==> src/hw/rcld_pkg.sv <==
// Package with register map, field layout and timing constants
package rcld_pkg;

    // Register offsets on the serial control bus
    localparam logic [7:0] RCLD_CAP_FIRST_ADDR  = 8'h20;
    localparam logic [7:0] RCLD_CAP_SECOND_ADDR = 8'h21;
    localparam logic [7:0] RCLD_LDT_CTRL_ADDR   = 8'h26;
    localparam logic [7:0] RCLD_RESET_VAL       = 8'h00;

    // Field positions in the first capability register
    localparam int RCLD_HOLD_BIT = 7;
    localparam int RCLD_MODE0_BIT = 6;
    localparam int RCLD_ROLE_BIT = 2;
    localparam int RCLD_HDSND_BIT = 1;
    localparam int RCLD_FGPIO_BIT = 0;

    // Writable masks; bits 5:3 of the first register live elsewhere
    localparam logic [7:0] RCLD_FIRST_MASK  = 8'hC7;
    localparam logic [7:0] RCLD_SECOND_MASK = 8'h03;
    localparam logic [7:0] RCLD_LDT_MASK    = 8'h07;

    // Clock rate and link-detect periods in nanoseconds
    localparam int RCLD_CLK_MHZ = 250;
    localparam int RCLD_T0_NS = 162000;
    localparam int RCLD_T1_NS = 325000;
    localparam int RCLD_T2_NS = 650000;
    localparam int RCLD_T3_NS = 1300000;
    localparam int RCLD_T4_NS = 10250;
    localparam int RCLD_T5_NS = 20500;
    localparam int RCLD_T6_NS = 41000;
    localparam int RCLD_T7_NS = 82000;
    localparam int RCLD_CNT_W = 19;

    // Fast control-channel mode codes
    typedef enum logic [2:0] {
        RCLD_MODE_NORMAL = 3'h0,
        RCLD_MODE_GPIO1  = 3'h1,
        RCLD_MODE_GPIO2  = 3'h2,
        RCLD_MODE_GPIO4  = 3'h3,
        RCLD_MODE_RSV4   = 3'h4,
        RCLD_MODE_RSV5   = 3'h5,
        RCLD_MODE_FSPI   = 3'h6,
        RCLD_MODE_RSPI   = 3'h7
    } rcld_mode_t;

    // Capability set delivered by the remote receiver
    typedef struct packed {
        logic       secondary_role;
        logic       wide_video_with_hd_sound_cap;
        logic       forward_frame_gpio_cap;
        logic [2:0] fast_control_channel_mode;
    } rcld_cap_t;

    // Register bus request
    typedef struct packed {
        logic       wr;
        logic [7:0] addr;
        logic [7:0] wdata;
    } rcld_req_t;

endpackage

==> src/hw/rcld_top.sv <==
// Remote capability store and link-detect timer
//
// Overview of operation
// Role bit: 0 primary, 1 secondary
// After lock, auto-load all capability fields
// Software writes need hold bit set too
// Hold bit 7 stops auto-load, keeps values
// Port select shows second port's capabilities
// Bit 1: wide video with HD sound
// Bit 0: forward frame GPIO support
// Mode = second[1:0] over first bit 6
// Modes 000-011 GPIO, 100-101 reserved
// 110 forward SPI, 111 reverse SPI
// Timer expiry without traffic drops link detect
// Timeout code selects one of eight periods
// Valid reverse traffic restarts the timer
`timescale 1ns/10ps
module rcld_top
    import rcld_pkg::*;
(
    input  wire logic       i_core_clk,
    input  wire logic       i_rst_n,
    input  wire logic       i_second_port_view_select,
    input  wire logic       i_lock_port0,
    input  wire logic       i_lock_port1,
    input  wire rcld_cap_t  i_remote_cap_port0,
    input  wire rcld_cap_t  i_remote_cap_port1,
    input  wire logic       i_rev_valid,
    input  wire rcld_req_t  i_req,
    output logic [7:0]      o_rdata,
    output logic            o_link_detect,
    output logic [2:0]      o_fast_control_channel_mode,
    output logic            o_mode_gpio,
    output logic            o_mode_spi_fwd,
    output logic            o_mode_spi_rev,
    output logic            o_mode_reserved
);
    // Cycle counts derived from the periods (longest time, rounded down)
    localparam logic [RCLD_CNT_W-1:0] C0 =
        RCLD_CNT_W'(RCLD_T0_NS * RCLD_CLK_MHZ / 1000);
    localparam logic [RCLD_CNT_W-1:0] C1 =
        RCLD_CNT_W'(RCLD_T1_NS * RCLD_CLK_MHZ / 1000);
    localparam logic [RCLD_CNT_W-1:0] C2 =
        RCLD_CNT_W'(RCLD_T2_NS * RCLD_CLK_MHZ / 1000);
    localparam logic [RCLD_CNT_W-1:0] C3 =
        RCLD_CNT_W'(RCLD_T3_NS * RCLD_CLK_MHZ / 1000);
    localparam logic [RCLD_CNT_W-1:0] C4 =
        RCLD_CNT_W'(RCLD_T4_NS * RCLD_CLK_MHZ / 1000);
    localparam logic [RCLD_CNT_W-1:0] C5 =
        RCLD_CNT_W'(RCLD_T5_NS * RCLD_CLK_MHZ / 1000);
    localparam logic [RCLD_CNT_W-1:0] C6 =
        RCLD_CNT_W'(RCLD_T6_NS * RCLD_CLK_MHZ / 1000);
    localparam logic [RCLD_CNT_W-1:0] C7 =
        RCLD_CNT_W'(RCLD_T7_NS * RCLD_CLK_MHZ / 1000);

    logic       wr_first;
    logic       wr_second;
    logic       wr_ldt;
    logic [1:0] wr_first_p;
    logic [1:0] wr_second_p;
    logic [1:0] hold_p;
    rcld_cap_t  cap_p [2];
    rcld_cap_t  cap_view;
    logic       hold_view;
    logic [7:0] first_view;
    logic [7:0] second_view;
    logic [7:0] rdata_nxt;
    logic [7:0] rdata_r;
    logic [2:0] ldt_code_r;
    logic [RCLD_CNT_W-1:0] period;
    logic [RCLD_CNT_W-1:0] cnt_r;
    logic [RCLD_CNT_W-1:0] cnt_nxt;
    logic       link_r;
    logic       link_nxt;
    logic [2:0] mode_r;
    logic       gpio_r;
    logic       fspi_r;
    logic       rspi_r;
    logic       rsv_r;

    // Write decode, routed to the port chosen by the view select
    assign wr_first  = i_req.wr & (i_req.addr == RCLD_CAP_FIRST_ADDR);
    assign wr_second = i_req.wr & (i_req.addr == RCLD_CAP_SECOND_ADDR);
    assign wr_ldt    = i_req.wr & (i_req.addr == RCLD_LDT_CTRL_ADDR);
    assign wr_first_p  = i_second_port_view_select ?
        {wr_first, 1'b0} : {1'b0, wr_first};
    assign wr_second_p = i_second_port_view_select ?
        {wr_second, 1'b0} : {1'b0, wr_second};

    // One capability store per link port
    rcld_cap_port u_port0 (
        .i_core_clk   (i_core_clk),
        .i_rst_n      (i_rst_n),
        .i_lock       (i_lock_port0),
        .i_remote_cap (i_remote_cap_port0),
        .i_wr_first   (wr_first_p[0]),
        .i_wr_second  (wr_second_p[0]),
        .i_wdata      (i_req.wdata),
        .o_hold       (hold_p[0]),
        .o_cap        (cap_p[0])
    );
    rcld_cap_port u_port1 (
        .i_core_clk   (i_core_clk),
        .i_rst_n      (i_rst_n),
        .i_lock       (i_lock_port1),
        .i_remote_cap (i_remote_cap_port1),
        .i_wr_first   (wr_first_p[1]),
        .i_wr_second  (wr_second_p[1]),
        .i_wdata      (i_req.wdata),
        .o_hold       (hold_p[1]),
        .o_cap        (cap_p[1])
    );

    // Register views of the selected port
    assign cap_view  = cap_p[i_second_port_view_select];
    assign hold_view = hold_p[i_second_port_view_select];
    assign first_view = {hold_view,
        cap_view.fast_control_channel_mode[0],
        3'h0,
        cap_view.secondary_role,
        cap_view.wide_video_with_hd_sound_cap,
        cap_view.forward_frame_gpio_cap} & RCLD_FIRST_MASK;
    assign second_view = {6'h00,
        cap_view.fast_control_channel_mode[2:1]} & RCLD_SECOND_MASK;
    assign rdata_nxt =
        (i_req.addr == RCLD_CAP_FIRST_ADDR)  ? first_view :
        (i_req.addr == RCLD_CAP_SECOND_ADDR) ? second_view :
        (i_req.addr == RCLD_LDT_CTRL_ADDR)   ?
            ({5'h00, ldt_code_r} & RCLD_LDT_MASK) : RCLD_RESET_VAL;

    // Timeout period lookup
    always_comb begin
        case (ldt_code_r)
            3'h0:    period = C0;
            3'h1:    period = C1;
            3'h2:    period = C2;
            3'h3:    period = C3;
            3'h4:    period = C4;
            3'h5:    period = C5;
            3'h6:    period = C6;
            3'h7:    period = C7;
            default: period = C0;
        endcase
    end

    // Link-detect countdown
    always_comb begin
        cnt_nxt  = cnt_r;
        link_nxt = link_r;
        if (i_rev_valid) begin
            cnt_nxt  = period;
            link_nxt = 1'b1;
        end else if (cnt_r != '0) begin
            cnt_nxt = cnt_r - RCLD_CNT_W'(1);
        end else begin
            link_nxt = 1'b0;
        end
    end

    // Mode decode from the selected port
    logic [2:0] mode_view;
    assign mode_view = cap_view.fast_control_channel_mode;

    // Registers and output flops
    always_ff @(posedge i_core_clk or negedge i_rst_n) begin
        if (!i_rst_n) begin
            rdata_r    <= RCLD_RESET_VAL;
            ldt_code_r <= 3'h0;
            cnt_r      <= '0;
            link_r     <= 1'b0;
            mode_r     <= 3'h0;
            gpio_r     <= 1'b0;
            fspi_r     <= 1'b0;
            rspi_r     <= 1'b0;
            rsv_r      <= 1'b0;
        end else begin
            rdata_r <= rdata_nxt;
            if (wr_ldt) begin
                ldt_code_r <= i_req.wdata[2:0];
            end
            cnt_r  <= cnt_nxt;
            link_r <= link_nxt;
            mode_r <= mode_view;
            gpio_r <= (mode_view <= RCLD_MODE_GPIO4);
            rsv_r  <= (mode_view == RCLD_MODE_RSV4) ||
                      (mode_view == RCLD_MODE_RSV5);
            fspi_r <= (mode_view == RCLD_MODE_FSPI);
            rspi_r <= (mode_view == RCLD_MODE_RSPI);
        end
    end

    assign o_rdata                     = rdata_r;
    assign o_link_detect               = link_r;
    assign o_fast_control_channel_mode = mode_r;
    assign o_mode_gpio                 = gpio_r;
    assign o_mode_spi_fwd              = fspi_r;
    assign o_mode_spi_rev              = rspi_r;
    assign o_mode_reserved             = rsv_r;

    property p_link_drop;
        @(posedge i_core_clk) disable iff (!i_rst_n)
        (!i_rev_valid && cnt_r == '0) |=> !o_link_detect;
    endproperty
    a_link_drop: assert property (p_link_drop)
        else $error("link detect held after timeout");

    property p_restart;
        @(posedge i_core_clk) disable iff (!i_rst_n)
        i_rev_valid |=> (cnt_r == $past(period)) && o_link_detect;
    endproperty
    a_restart: assert property (p_restart)
        else $error("timer not restarted by traffic");

    property p_short_period;
        @(posedge i_core_clk) disable iff (!i_rst_n)
        (ldt_code_r == 3'h4) |-> (period == 19'h00A02);
    endproperty
    a_short_period: assert property (p_short_period)
        else $error("wrong period for code 4");

    // Reset code selects the shortest of the four long periods, 162 us in cycles
    property p_long_period;
        @(posedge i_core_clk) disable iff (!i_rst_n)
        (ldt_code_r == 3'h0) |-> (period == 19'h09E34);
    endproperty
    a_long_period: assert property (p_long_period)
        else $error("wrong period for code 0");

    property p_role_read;
        @(posedge i_core_clk) disable iff (!i_rst_n)
        (i_req.addr == RCLD_CAP_FIRST_ADDR)
            |=> (o_rdata[RCLD_ROLE_BIT] == $past(cap_view.secondary_role));
    endproperty
    a_role_read: assert property (p_role_read)
        else $error("role bit read mismatch");

    property p_mode_join;
        @(posedge i_core_clk) disable iff (!i_rst_n)
        1'b1 |=> (o_fast_control_channel_mode ==
            {$past(second_view[1:0]), $past(first_view[RCLD_MODE0_BIT])});
    endproperty
    a_mode_join: assert property (p_mode_join)
        else $error("mode bits mis-joined");

    property p_spi_decode;
        @(posedge i_core_clk) disable iff (!i_rst_n)
        (o_fast_control_channel_mode == 3'h7) |-> o_mode_spi_rev
            && !o_mode_spi_fwd && !o_mode_gpio && !o_mode_reserved;
    endproperty
    a_spi_decode: assert property (p_spi_decode)
        else $error("reverse SPI mode misdecoded");

    property p_rsv_decode;
        @(posedge i_core_clk) disable iff (!i_rst_n)
        (o_fast_control_channel_mode[2:1] == 2'h2) |-> o_mode_reserved
            && !o_mode_gpio;
    endproperty
    a_rsv_decode: assert property (p_rsv_decode)
        else $error("reserved mode misdecoded");

    property p_view_sel;
        @(posedge i_core_clk) disable iff (!i_rst_n)
        (i_second_port_view_select && i_req.addr == RCLD_CAP_FIRST_ADDR)
            |=> o_rdata[RCLD_HDSND_BIT]
                == $past(cap_p[1].wide_video_with_hd_sound_cap);
    endproperty
    a_view_sel: assert property (p_view_sel) // see R5
        else $error("second port not shown");
endmodule

==> src/hw/rcld_cap_port.sv <==
// One link port's capability store with hold and auto-load
`timescale 1ns/10ps
module rcld_cap_port
    import rcld_pkg::*;
(
    input  wire logic      i_core_clk,
    input  wire logic      i_rst_n,
    input  wire logic      i_lock,
    input  wire rcld_cap_t i_remote_cap,
    input  wire logic      i_wr_first,
    input  wire logic      i_wr_second,
    input  wire logic [7:0] i_wdata,
    output logic      o_hold,
    output rcld_cap_t o_cap
);
    rcld_cap_t cap_r;
    rcld_cap_t cap_nxt;
    logic      hold_r;
    logic      hold_nxt;
    logic      load;

    // Auto-load runs only when locked and not held
    assign load = i_lock & ~hold_r & ~i_wr_first & ~i_wr_second;

    // Next capability value: software write, else remote load
    always_comb begin
        cap_nxt  = cap_r;
        hold_nxt = hold_r;
        if (i_wr_first) begin
            hold_nxt = i_wdata[RCLD_HOLD_BIT];
            cap_nxt.fast_control_channel_mode[0] = i_wdata[RCLD_MODE0_BIT];
            cap_nxt.secondary_role = i_wdata[RCLD_ROLE_BIT];
            cap_nxt.wide_video_with_hd_sound_cap = i_wdata[RCLD_HDSND_BIT];
            cap_nxt.forward_frame_gpio_cap = i_wdata[RCLD_FGPIO_BIT];
        end
        if (i_wr_second) begin
            cap_nxt.fast_control_channel_mode[2:1] = i_wdata[1:0];
        end
        if (load) begin
            cap_nxt = i_remote_cap;                   // see R2
        end
    end

    // Storage
    always_ff @(posedge i_core_clk or negedge i_rst_n) begin
        if (!i_rst_n) begin
            cap_r  <= '0;
            hold_r <= 1'b0;
        end else begin
            cap_r  <= cap_nxt;
            hold_r <= hold_nxt;
        end
    end

    assign o_cap  = cap_r;
    assign o_hold = hold_r;

    property p_hold_keeps;
        @(posedge i_core_clk) disable iff (!i_rst_n)
        (hold_r && !i_wr_first && !i_wr_second) |=> $stable(cap_r);
    endproperty
    a_hold_keeps: assert property (p_hold_keeps)
        else $error("held capability changed");

    property p_auto_load;
        @(posedge i_core_clk) disable iff (!i_rst_n)
        (i_lock && !hold_r && !i_wr_first && !i_wr_second)
            |=> (cap_r == $past(i_remote_cap));
    endproperty
    a_auto_load: assert property (p_auto_load)
        else $error("capability not loaded after lock");
endmodule

==> config.mk <==
export PLATFORM = sky130hd
export DESIGN_NAME = rcld_top
export DESIGN_NICKNAME = d
export VERILOG_FILES = /design/src/hw/rcld_pkg.sv /design/src/hw/rcld_top.sv /design/src/hw/rcld_cap_port.sv
export SDC_FILE = /design/constraint.sdc
export NUM_CORES = 1
export LEC_CHECK = 0
export BUFFER_PORTS_ARGS = -buffer_cell sky130_fd_sc_hd__buf_2
export CAP_MARGIN = 20
export CELL_PAD_IN_SITES_DETAIL_PLACEMENT = 2
export CELL_PAD_IN_SITES_GLOBAL_PLACEMENT = 2
export CORE_AREA = 3 3 84 106
export CTS_CLUSTER_DIAMETER = 100
export DETAILED_ROUTE_END_ITERATION = 10
export DIE_AREA = 0 0 87 109
export PLACE_DENSITY = 0.76
export REMOVE_ABC_BUFFERS = 1
export SETUP_SLACK_MARGIN = 0.15
export SLEW_MARGIN = 10
export SYNTH_ARGS = -nofsm -noshare
export SYNTH_HDL_FRONTEND = slang
export SYNTH_SLANG_ARGS = --single-unit
==> constraint.sdc <==
create_clock -name i_core_clk -period 2.6 [get_ports i_core_clk]
set_input_delay 0.26 -clock i_core_clk [delete_from_list [all_inputs] [get_ports i_core_clk]]
set_output_delay 0.26 -clock i_core_clk [all_outputs]
set_load 0.03 [all_outputs]
; Yosys cells after proc, flatten, opt, wreduce, memory -nomap -nowiden
; Memory sizes are Yosys's and may differ from the RTL's.
; Cells that the tools add are included.
[word_totals]
reg_bits = 52
rom_bits = 152
in_bits = 35
word_cells = 79
n_memories = 1
[classes]
n_addsub = 1
magnitude_cmp = 3
eq_ne = 8
mux = 22
n_bitwise = 16
n_reduce_logical = 7
[mem_list]
columns = memory, words, word_bits, read_ports, rd_clocked_by_memory_dff, write_ports, line_no
row1 = (name not given), 8, 19, 1, 0, 0, rcld_top.sv:133  ; case (ldt_code_r)
[op_table]
columns = cell, count
row1 = $mux W19, 2
row2 = $mux W6, 5
row3 = $eq A8 B6 Y1 const B, 3
row4 = $reduce_bool A19 Y1, 1
row5 = $sub A19 B1 Y19 const B, 1
row6 = $eq A3 B3 Y1 const B, 4
row7 = $mux W3, 4
row8 = $reduce_bool A2 Y1, 5
row9 = $and A1 B1 Y1, 9
row10 = $mux W2, 4
row11 = $mux W8, 1
row12 = $mux W1, 6
row13 = $not A1 Y1, 6
row14 = $le A3 B2 Y1 const B, 1
row15 = $ge A2 B2 Y1 const B, 1
row16 = $lt A1 B2 Y1 const B, 1
row17 = $ne A2 B2 Y1 const B, 1
row18 = $not A1 Y2, 1
row19 = $logic_or A1 B1 Y1, 1

; Logic depth before layout (Yosys ltp)
; Gate-level depths: netlist of run 1.
[logic_depth]
depth_word = 7
mapped_depth = 6
ltp_nobuf = 6

; By module
; Synthesis of run 1 repeated with hierarchy kept, for this count alone.
[unflattened]
hier_cells = 276
hier_area_um2 = 2812.7
[by_module_without_submodules]
columns = module, n_inst, cells_each, area_per_inst_um2, seq_area_each_um2
row1 = rcld_top, 1, 228, 2117.0, 875.8
row2 = rcld_cap_port, 2, 24, 347.8, 175.2

; Worst setup path before layout of run 1
; OpenSTA, ideal clock, no wires.
[synth_path]
path_type = flip-flop to flip-flop
from = reg cnt_r[6]
to = reg cnt_r[17]
setup_ns = 0.124
arrival_ns = 1.630
required_ns = 2.476
path_slack_ns = 0.846
stages_incl_launch_ff = 5
path_cell_list = dfrtp_1 nor4_4 nand4_1 nor4b_2 a211o_1
[synth_between]
elab_chain_cells = 3
[synth_lines]
columns = item, line_no
row1 = start: declaration, rcld_top.sv:71  ; logic [RCLD_CNT_W-1:0] cnt_r;
row2 = start signal: assignment, rcld_top.sv:181  ; cnt_r <= cnt_nxt;
row3 = $sub A19 B1 Y19, rcld_top.sv:154  ; cnt_nxt = cnt_r - RCLD_CNT_W'(1);
row4 = $mux W19, rcld_top.sv:153  ; end else if (cnt_r != '0) begin
row5 = $mux W19, rcld_top.sv:150  ; if (i_rev_valid) begin
; Parallel ways exist; a longest one is shown, timed or not. The select of a mux whose other input is x is not followed.
; A chain may end at the register's enable or synchronous reset.

; Worst setup path after layout of run 1
; Same ends and word-level chain as after synthesis.

==> impl_metrics.json, run 1 <==
{
  "cts_setup_buffers": 0,
  "vdd_drop_max_mv": 0.275,
  "synthCells": 277,
  "cts_tree": "built",
  "setup_tns_ns": 0,
  "grt_setup_unrepaired": "no",
  "antenna_found_initial": 0,
  "leakagePower_nw": 1.41,
  "arrival_ns": 2.34,
  "cp_max_fo": 10,
  "crit_type": "reg2reg",
  "vias": 2355,
  "worstPathRequired_ns": 2.80,
  "fillers": 890,
  "viasPerCell": 5.62,
  "maxSlewHeadroom_pct": 39.0,
  "numPortBuffers": 44,
  "track_usage_pct": 19.1,
  "die_w_um": 87,
  "dieArea_sq_um": 9480,
  "fin_crit_sh_pct": 82.4,
  "yosysUniqueCellTypes": 57,
  "fin_worst_skew_ns": 0.00587,
  "clock-sinks": 49,
  "drv_cap": 0,
  "wl_mm": 8.35,
  "fin_util_pct": 40.8,
  "route.detailed.wl_per_inst_um": 19.9,
  "io_pins": 51,
  "syn_area_sq_um": 2770,
  "final_hold_viol_count": 0,
  "placed_area_sq_um": 3090,
  "postCtsResizedCells": 0,
  "overflow": 0,
  "insertion_delay_ns": 0.31,
  "final_common_cell": "dfrtp_1",
  "path_clk_slew_ns": 0.10,
  "yosys_register_bits": 49,
  "holdBufCountCts": 1,
  "syn_to_final_growth_pct": 16.0,
  "drt-initial-drc-count": 61,
  "final_nets": 365,
  "grt_pass1_wl_mm": 14.0,
  "grt_max_degree": 35,
  "setup.worst_path.end_class": "register",
  "cts_root_buf": "clkbuf_8",
  "worst_pin_slew_ns": 0.903,
  "status": "complete, no violations",
  "cts_buffers": 5,
  "dieHeight_um": 109,
  "cp-start-kind": "register",
  "min_path_type": "in2reg",
  "drt_pass1_iterations": 4,
  "power.density_nw_per_um2": 552,
  "start_util_pct": 35.2,
  "placementRows": 36,
  "core_sq_um": 7880,
  "fmax_mhz": 467,
  "async_reset_ff_share_pct": 100,
  "drive_gt1_share_pct": 23.5,
  "antenna_left": 0,
  "clk_path_buf_depth": 2,
  "grt_pass1_vias": 2725,
  "synth_ff_type": "dfrtp_1",
  "stdcell_area_sq_um": 3220,
  "drc": 0,
  "synth.avg_cell_area_sq_um": 10.0,
  "yosysSeqAreaShare_pct": 44.2,
  "yosysWarningCount": 0,
  "setup_viol": 0,
  "gp_congestion": 0.789,
  "hpwl_mm": 6.39,
  "diodes": 0,
  "period_needed_ns": 2.14,
  "maxSlewViolCount": 0,
  "synth_edf_count": 0,
  "final_cell_mix": "dfrtp_1, buf_2, nor2_1, mux2i_1, nand2_1",
  "h-tree-depth": 2
}
[metrics by stage]
| step | power [mW] | cells | hold slack (ns) | setup slack, ns |
|---|---|---|---|---|
| finish | 1.78 | 419 | 0.153 | 0.458 |
| global route | 1.87 | 419 | 0.164 | 0.273 |
| CTS | 1.80 | 419 | 0.151 | 0.479 |
| detailed placement | 1.21 | 410 | 0.209 | 0.507 |
| global placement | 1.19 | 410 | 0.201 | 0.551 |
| floorplan | 1.06 | 266 | -0.0356 | 0.839 |
[report_power, final]
group,internal [mW],switching [mW]
Clock,0.313,0.278
Combinational,0.120,0.188
Sequential,0.817,0.0596
Total,1.25,0.526
[cell usage after synthesis, types with 3 or more instances]
cell	instances	area, sq um
dfrtp_1	49	1230
nor2_1	26	97.6
mux2i_1	16	160
nand2_1	16	60.1
inv_1	14	52.6
o21ai_0	11	55.1
a21oi_1	10	50.1
nor3_1	10	50.1
ha_1	7	87.6
mux2_2	7	78.8
clkbuf_1	6	22.5
nand4_1	6	37.5
nand3_1	5	25.0
nor3b_1	5	37.5
nor4_1	5	31.3
o21ai_1	5	25.0
xor2_1	5	43.8
o31a_1	4	35.0
o31ai_1	4	30.0
or3_1	4	25.0
a31oi_1	3	18.8
buf_2	3	15.0
buf_4	3	22.5
nor2b_1	3	18.8
nor4_4	3	63.8
o21a_1	3	22.5
o22ai_1	3	18.8
xnor2_1	3	26.3
[registers in the layout (all words and copies together) (netlist names)]
| name | count |
|---|---|
| o_rdata | 5 |
| o_link_detect | 1 |
| cnt_r | 19 |
| o_mode_reserved | 1 |
| u_port1.o_cap | 6 |
| u_port0.o_cap | 6 |
| u_port0.o_hold | 1 |
| ldt_code_r | 3 |
| o_mode_gpio | 1 |
| u_port1.o_hold | 1 |
| o_fast_control_channel_mode | 3 |
| o_mode_spi_rev | 1 |
| o_mode_spi_fwd | 1 |
[worst paths after layout]
path                                                   start                            to  slack (ns)  cells past startpoint
max in group asynchronous                            i_rst_n          cnt_r[4]$_DFFE_PN0P_        1.40                      3
worst max register to register          cnt_r[6]$_DFFE_PN0P_         cnt_r[17]$_DFFE_PN0P_        0.46                      4
min in group asynchronous                            i_rst_n         cnt_r[13]$_DFFE_PN0P_        0.40                      2
worst min register to register  u_port1.o_cap[1]$_DFFE_PN0P_  u_port1.o_cap[1]$_DFFE_PN0P_        0.49                      1
worst max-delay path                    cnt_r[6]$_DFFE_PN0P_         cnt_r[17]$_DFFE_PN0P_        0.46                      4
worst min-delay path                   i_remote_cap_port1[4]  u_port1.o_cap[4]$_DFFE_PN0P_        0.15                      3
[critical path, cell delays in order (launching register included)]
cell and delay, ns:
dfrtp_1 0.44, nor4_4 0.61, nand4_1 0.42, nor4b_2 0.29, a211o_1 0.27
[cells by family after synthesis]
| kind of cell | synth area share (%) |
|---|---|
| xor+xnor | 2.53 |
| mux | 8.62 |
| compound gates | 15.8 |
| flops | 44.2 |
| simple gates | 21.1 |
| other cells | 0.135 |
| fa+ha+maj | 3.16 |
| buf+inv | 4.47 |
[layer usage]
metal | part of all wire (%) | routed length (um) | global-route usage, %
met5 | 0 | 0 | 0
met4 | 2.1 | 174 | 6.24
met3 | 2.5 | 211 | 2.42
met2 | 56 | 4700 | 36.8
met1 | 39 | 3270 | 21.3
[final cells by class]
type,count,area (sq um),share of cell area [%]
clock buffer,6,82.6,2.57
tap,95,119,3.70
clock inverter,2,37.5,1.17
timing repair buffer,50,268,8.32
inverter,14,52.6,1.63
sequential,49,1230,38.1
multi-input combinational,203,1430,44.5
No activity file was read; power rests on OpenSTA's default activity.
==> run 2, diff against run 1 <==
clock period = 2 ns   (was 2.6 ns; I/O delays follow)
==> run 2 against run 1 <==
Net effect:
- worst setup slack worse by 0.28 ns
- register-to-register slack worse by 0.28 ns
- combinational power is 53% higher
- maximum frequency is 18% higher
==> impl_metrics.json, run 2 (synthesis gave the netlist of run 1 again) <==
{
  "viasPerCell": 5.53,
  "gp_congestion": 0.816,
  "insertion_delay_ns": 0.31,
  "core_sq_um": 7880,
  "status": "complete, no violations",
  "start_util_pct": 35.2,
  "setup_tns_ns": 0,
  "path_clk_slew_ns": 0.11,
  "maxSlewViolCount": 0,
  "overflow": 0,
  "total_power_mw": 2.25,
  "cp_max_fo": 5,
  "syn_to_final_growth_pct": 24.1,
  "placementRows": 36,
  "fin_crit_sh_pct": 91.2,
  "min_path_type": "in2reg",
  "cts_root_buf": "clkbuf_8",
  "numPortBuffers": 44,
  "worstPathRequired_ns": 2.17,
  "setup.worst_path.end_class": "register",
  "fin_worst_skew_ns": 0.00639,
  "io_pins": 51,
  "drt-initial-drc-count": 78,
  "antenna_found_initial": 0,
  "drive_gt1_share_pct": 32.1,
  "cts_tree": "built",
  "fillers": 860,
  "h-tree-depth": 2,
  "track_usage_pct": 19.4,
  "hpwl_mm": 6.44,
  "reg2reg_slack_ns": 0.18,
  "grt_pass1_wl_mm": 14.1,
  "vdd_drop_max_mv": 0.317,
  "drv_cap": 0,
  "die_w_um": 87,
  "cp-start-kind": "register",
  "period_needed_ns": 1.82,
  "largest_register": "cnt_r",
  "antenna_left": 0,
  "cts_buffers": 5,
  "largest_reg_flops": 19,
  "grt_setup_unrepaired": "yes",
  "fmax_mhz": 548,
  "power.density_nw_per_um2": 654,
  "hold_depth": 3,
  "grt_max_degree": 31,
  "vias": 2439,
  "grt_pass1_vias": 2704,
  "leakagePower_nw": 1.52,
  "final_hold_viol_count": 0,
  "dieArea_sq_um": 9480,
  "worst_pin_slew_ns": 0.563,
  "maxSlewHeadroom_pct": 62.4,
  "drc": 0,
  "wl_mm": 8.87,
  "crit_type": "reg2reg",
  "drt_pass1_iterations": 4,
  "final_nets": 387,
  "route.detailed.wl_per_inst_um": 20.1,
  "clock-sinks": 49,
  "final_cell_mix": "dfrtp_1, buf_2, nor2_1, buf_4",
  "arrival_ns": 2.00,
  "clk_path_buf_depth": 2,
  "dieHeight_um": 109,
  "diodes": 0,
  "final_common_cell": "dfrtp_1",
  "setup_viol": 0,
  "rr_worst_depth": 4
}
[run 2: worst paths after layout]
kind | to | start
setup / recovery | cnt_r[10]$_DFFE_PN0P_ | cnt_r[16]$_DFFE_PN0P_
min in group asynchronous | cnt_r[13]$_DFFE_PN0P_ | i_rst_n
max in group asynchronous | cnt_r[5]$_DFFE_PN0P_ | i_rst_n
setup reg to reg | cnt_r[10]$_DFFE_PN0P_ | cnt_r[16]$_DFFE_PN0P_
hold reg to reg | u_port1.o_cap[1]$_DFFE_PN0P_ | u_port1.o_cap[1]$_DFFE_PN0P_
hold / removal | u_port1.o_cap[0]$_DFFE_PN0P_ | i_remote_cap_port1[0]
[run 2: final cells by class]
| type | count | area (sq um) | area share (%) |
|---|---|---|---|
| multi-input cells | 204 | 1510 | 43.8 |
| flip-flops and latches | 49 | 1230 | 35.7 |
| repair buffers | 71 | 442 | 12.8 |
| well taps | 95 | 119 | 3.45 |
| clock buffers | 5 | 68.8 | 2.00 |
| inverters | 14 | 52.6 | 1.53 |
| clock inverters | 3 | 25.0 | 0.727 |
[run 2: metrics by stage]
step,hold WS (ns),util (%),cell area (sq um),setup WS (ns),instances
finish,0.0909,43.7,3440,0.177,441
global route,0.0950,43.7,3440,0.128,441
floorplan,-0.0956,-,2710,0.239,266
CTS,0.0922,42.2,3330,0.154,434
global placement,0.195,40.7,3200,0.103,424
detailed placement,0.197,40.7,3200,0.00397,424
[run 2: routing by layer]
layer	GRT usage (%)	wire (um)
met5	0	0
met4	4.45	110
met3	2.34	222
met2	37.6	4990
met1	22.1	3540
[run 2: report_power, final]
group | switching (mW) | internal, mW
registers | 0.0708 | 1.06
logic | 0.276 | 0.196
clock network | 0.390 | 0.256
total | 0.737 | 1.52
[run 2: critical path, cell delays in order, from the launching register on]
cell,delay (ns)
dfrtp_1,0.43
or4_4,0.56
or2_4,0.32
o21ai_4,0.24
o22ai_1,0.14
[run 2: what timing repair did]
item	in CTS	in global routing
hold buffers	1	0
endpoints found under the setup margin	19	18
hold endpoints to repair	19	0
gates cloned	0	1
resized for setup	4	13
buffers inserted	1	6
pin swaps	1	4
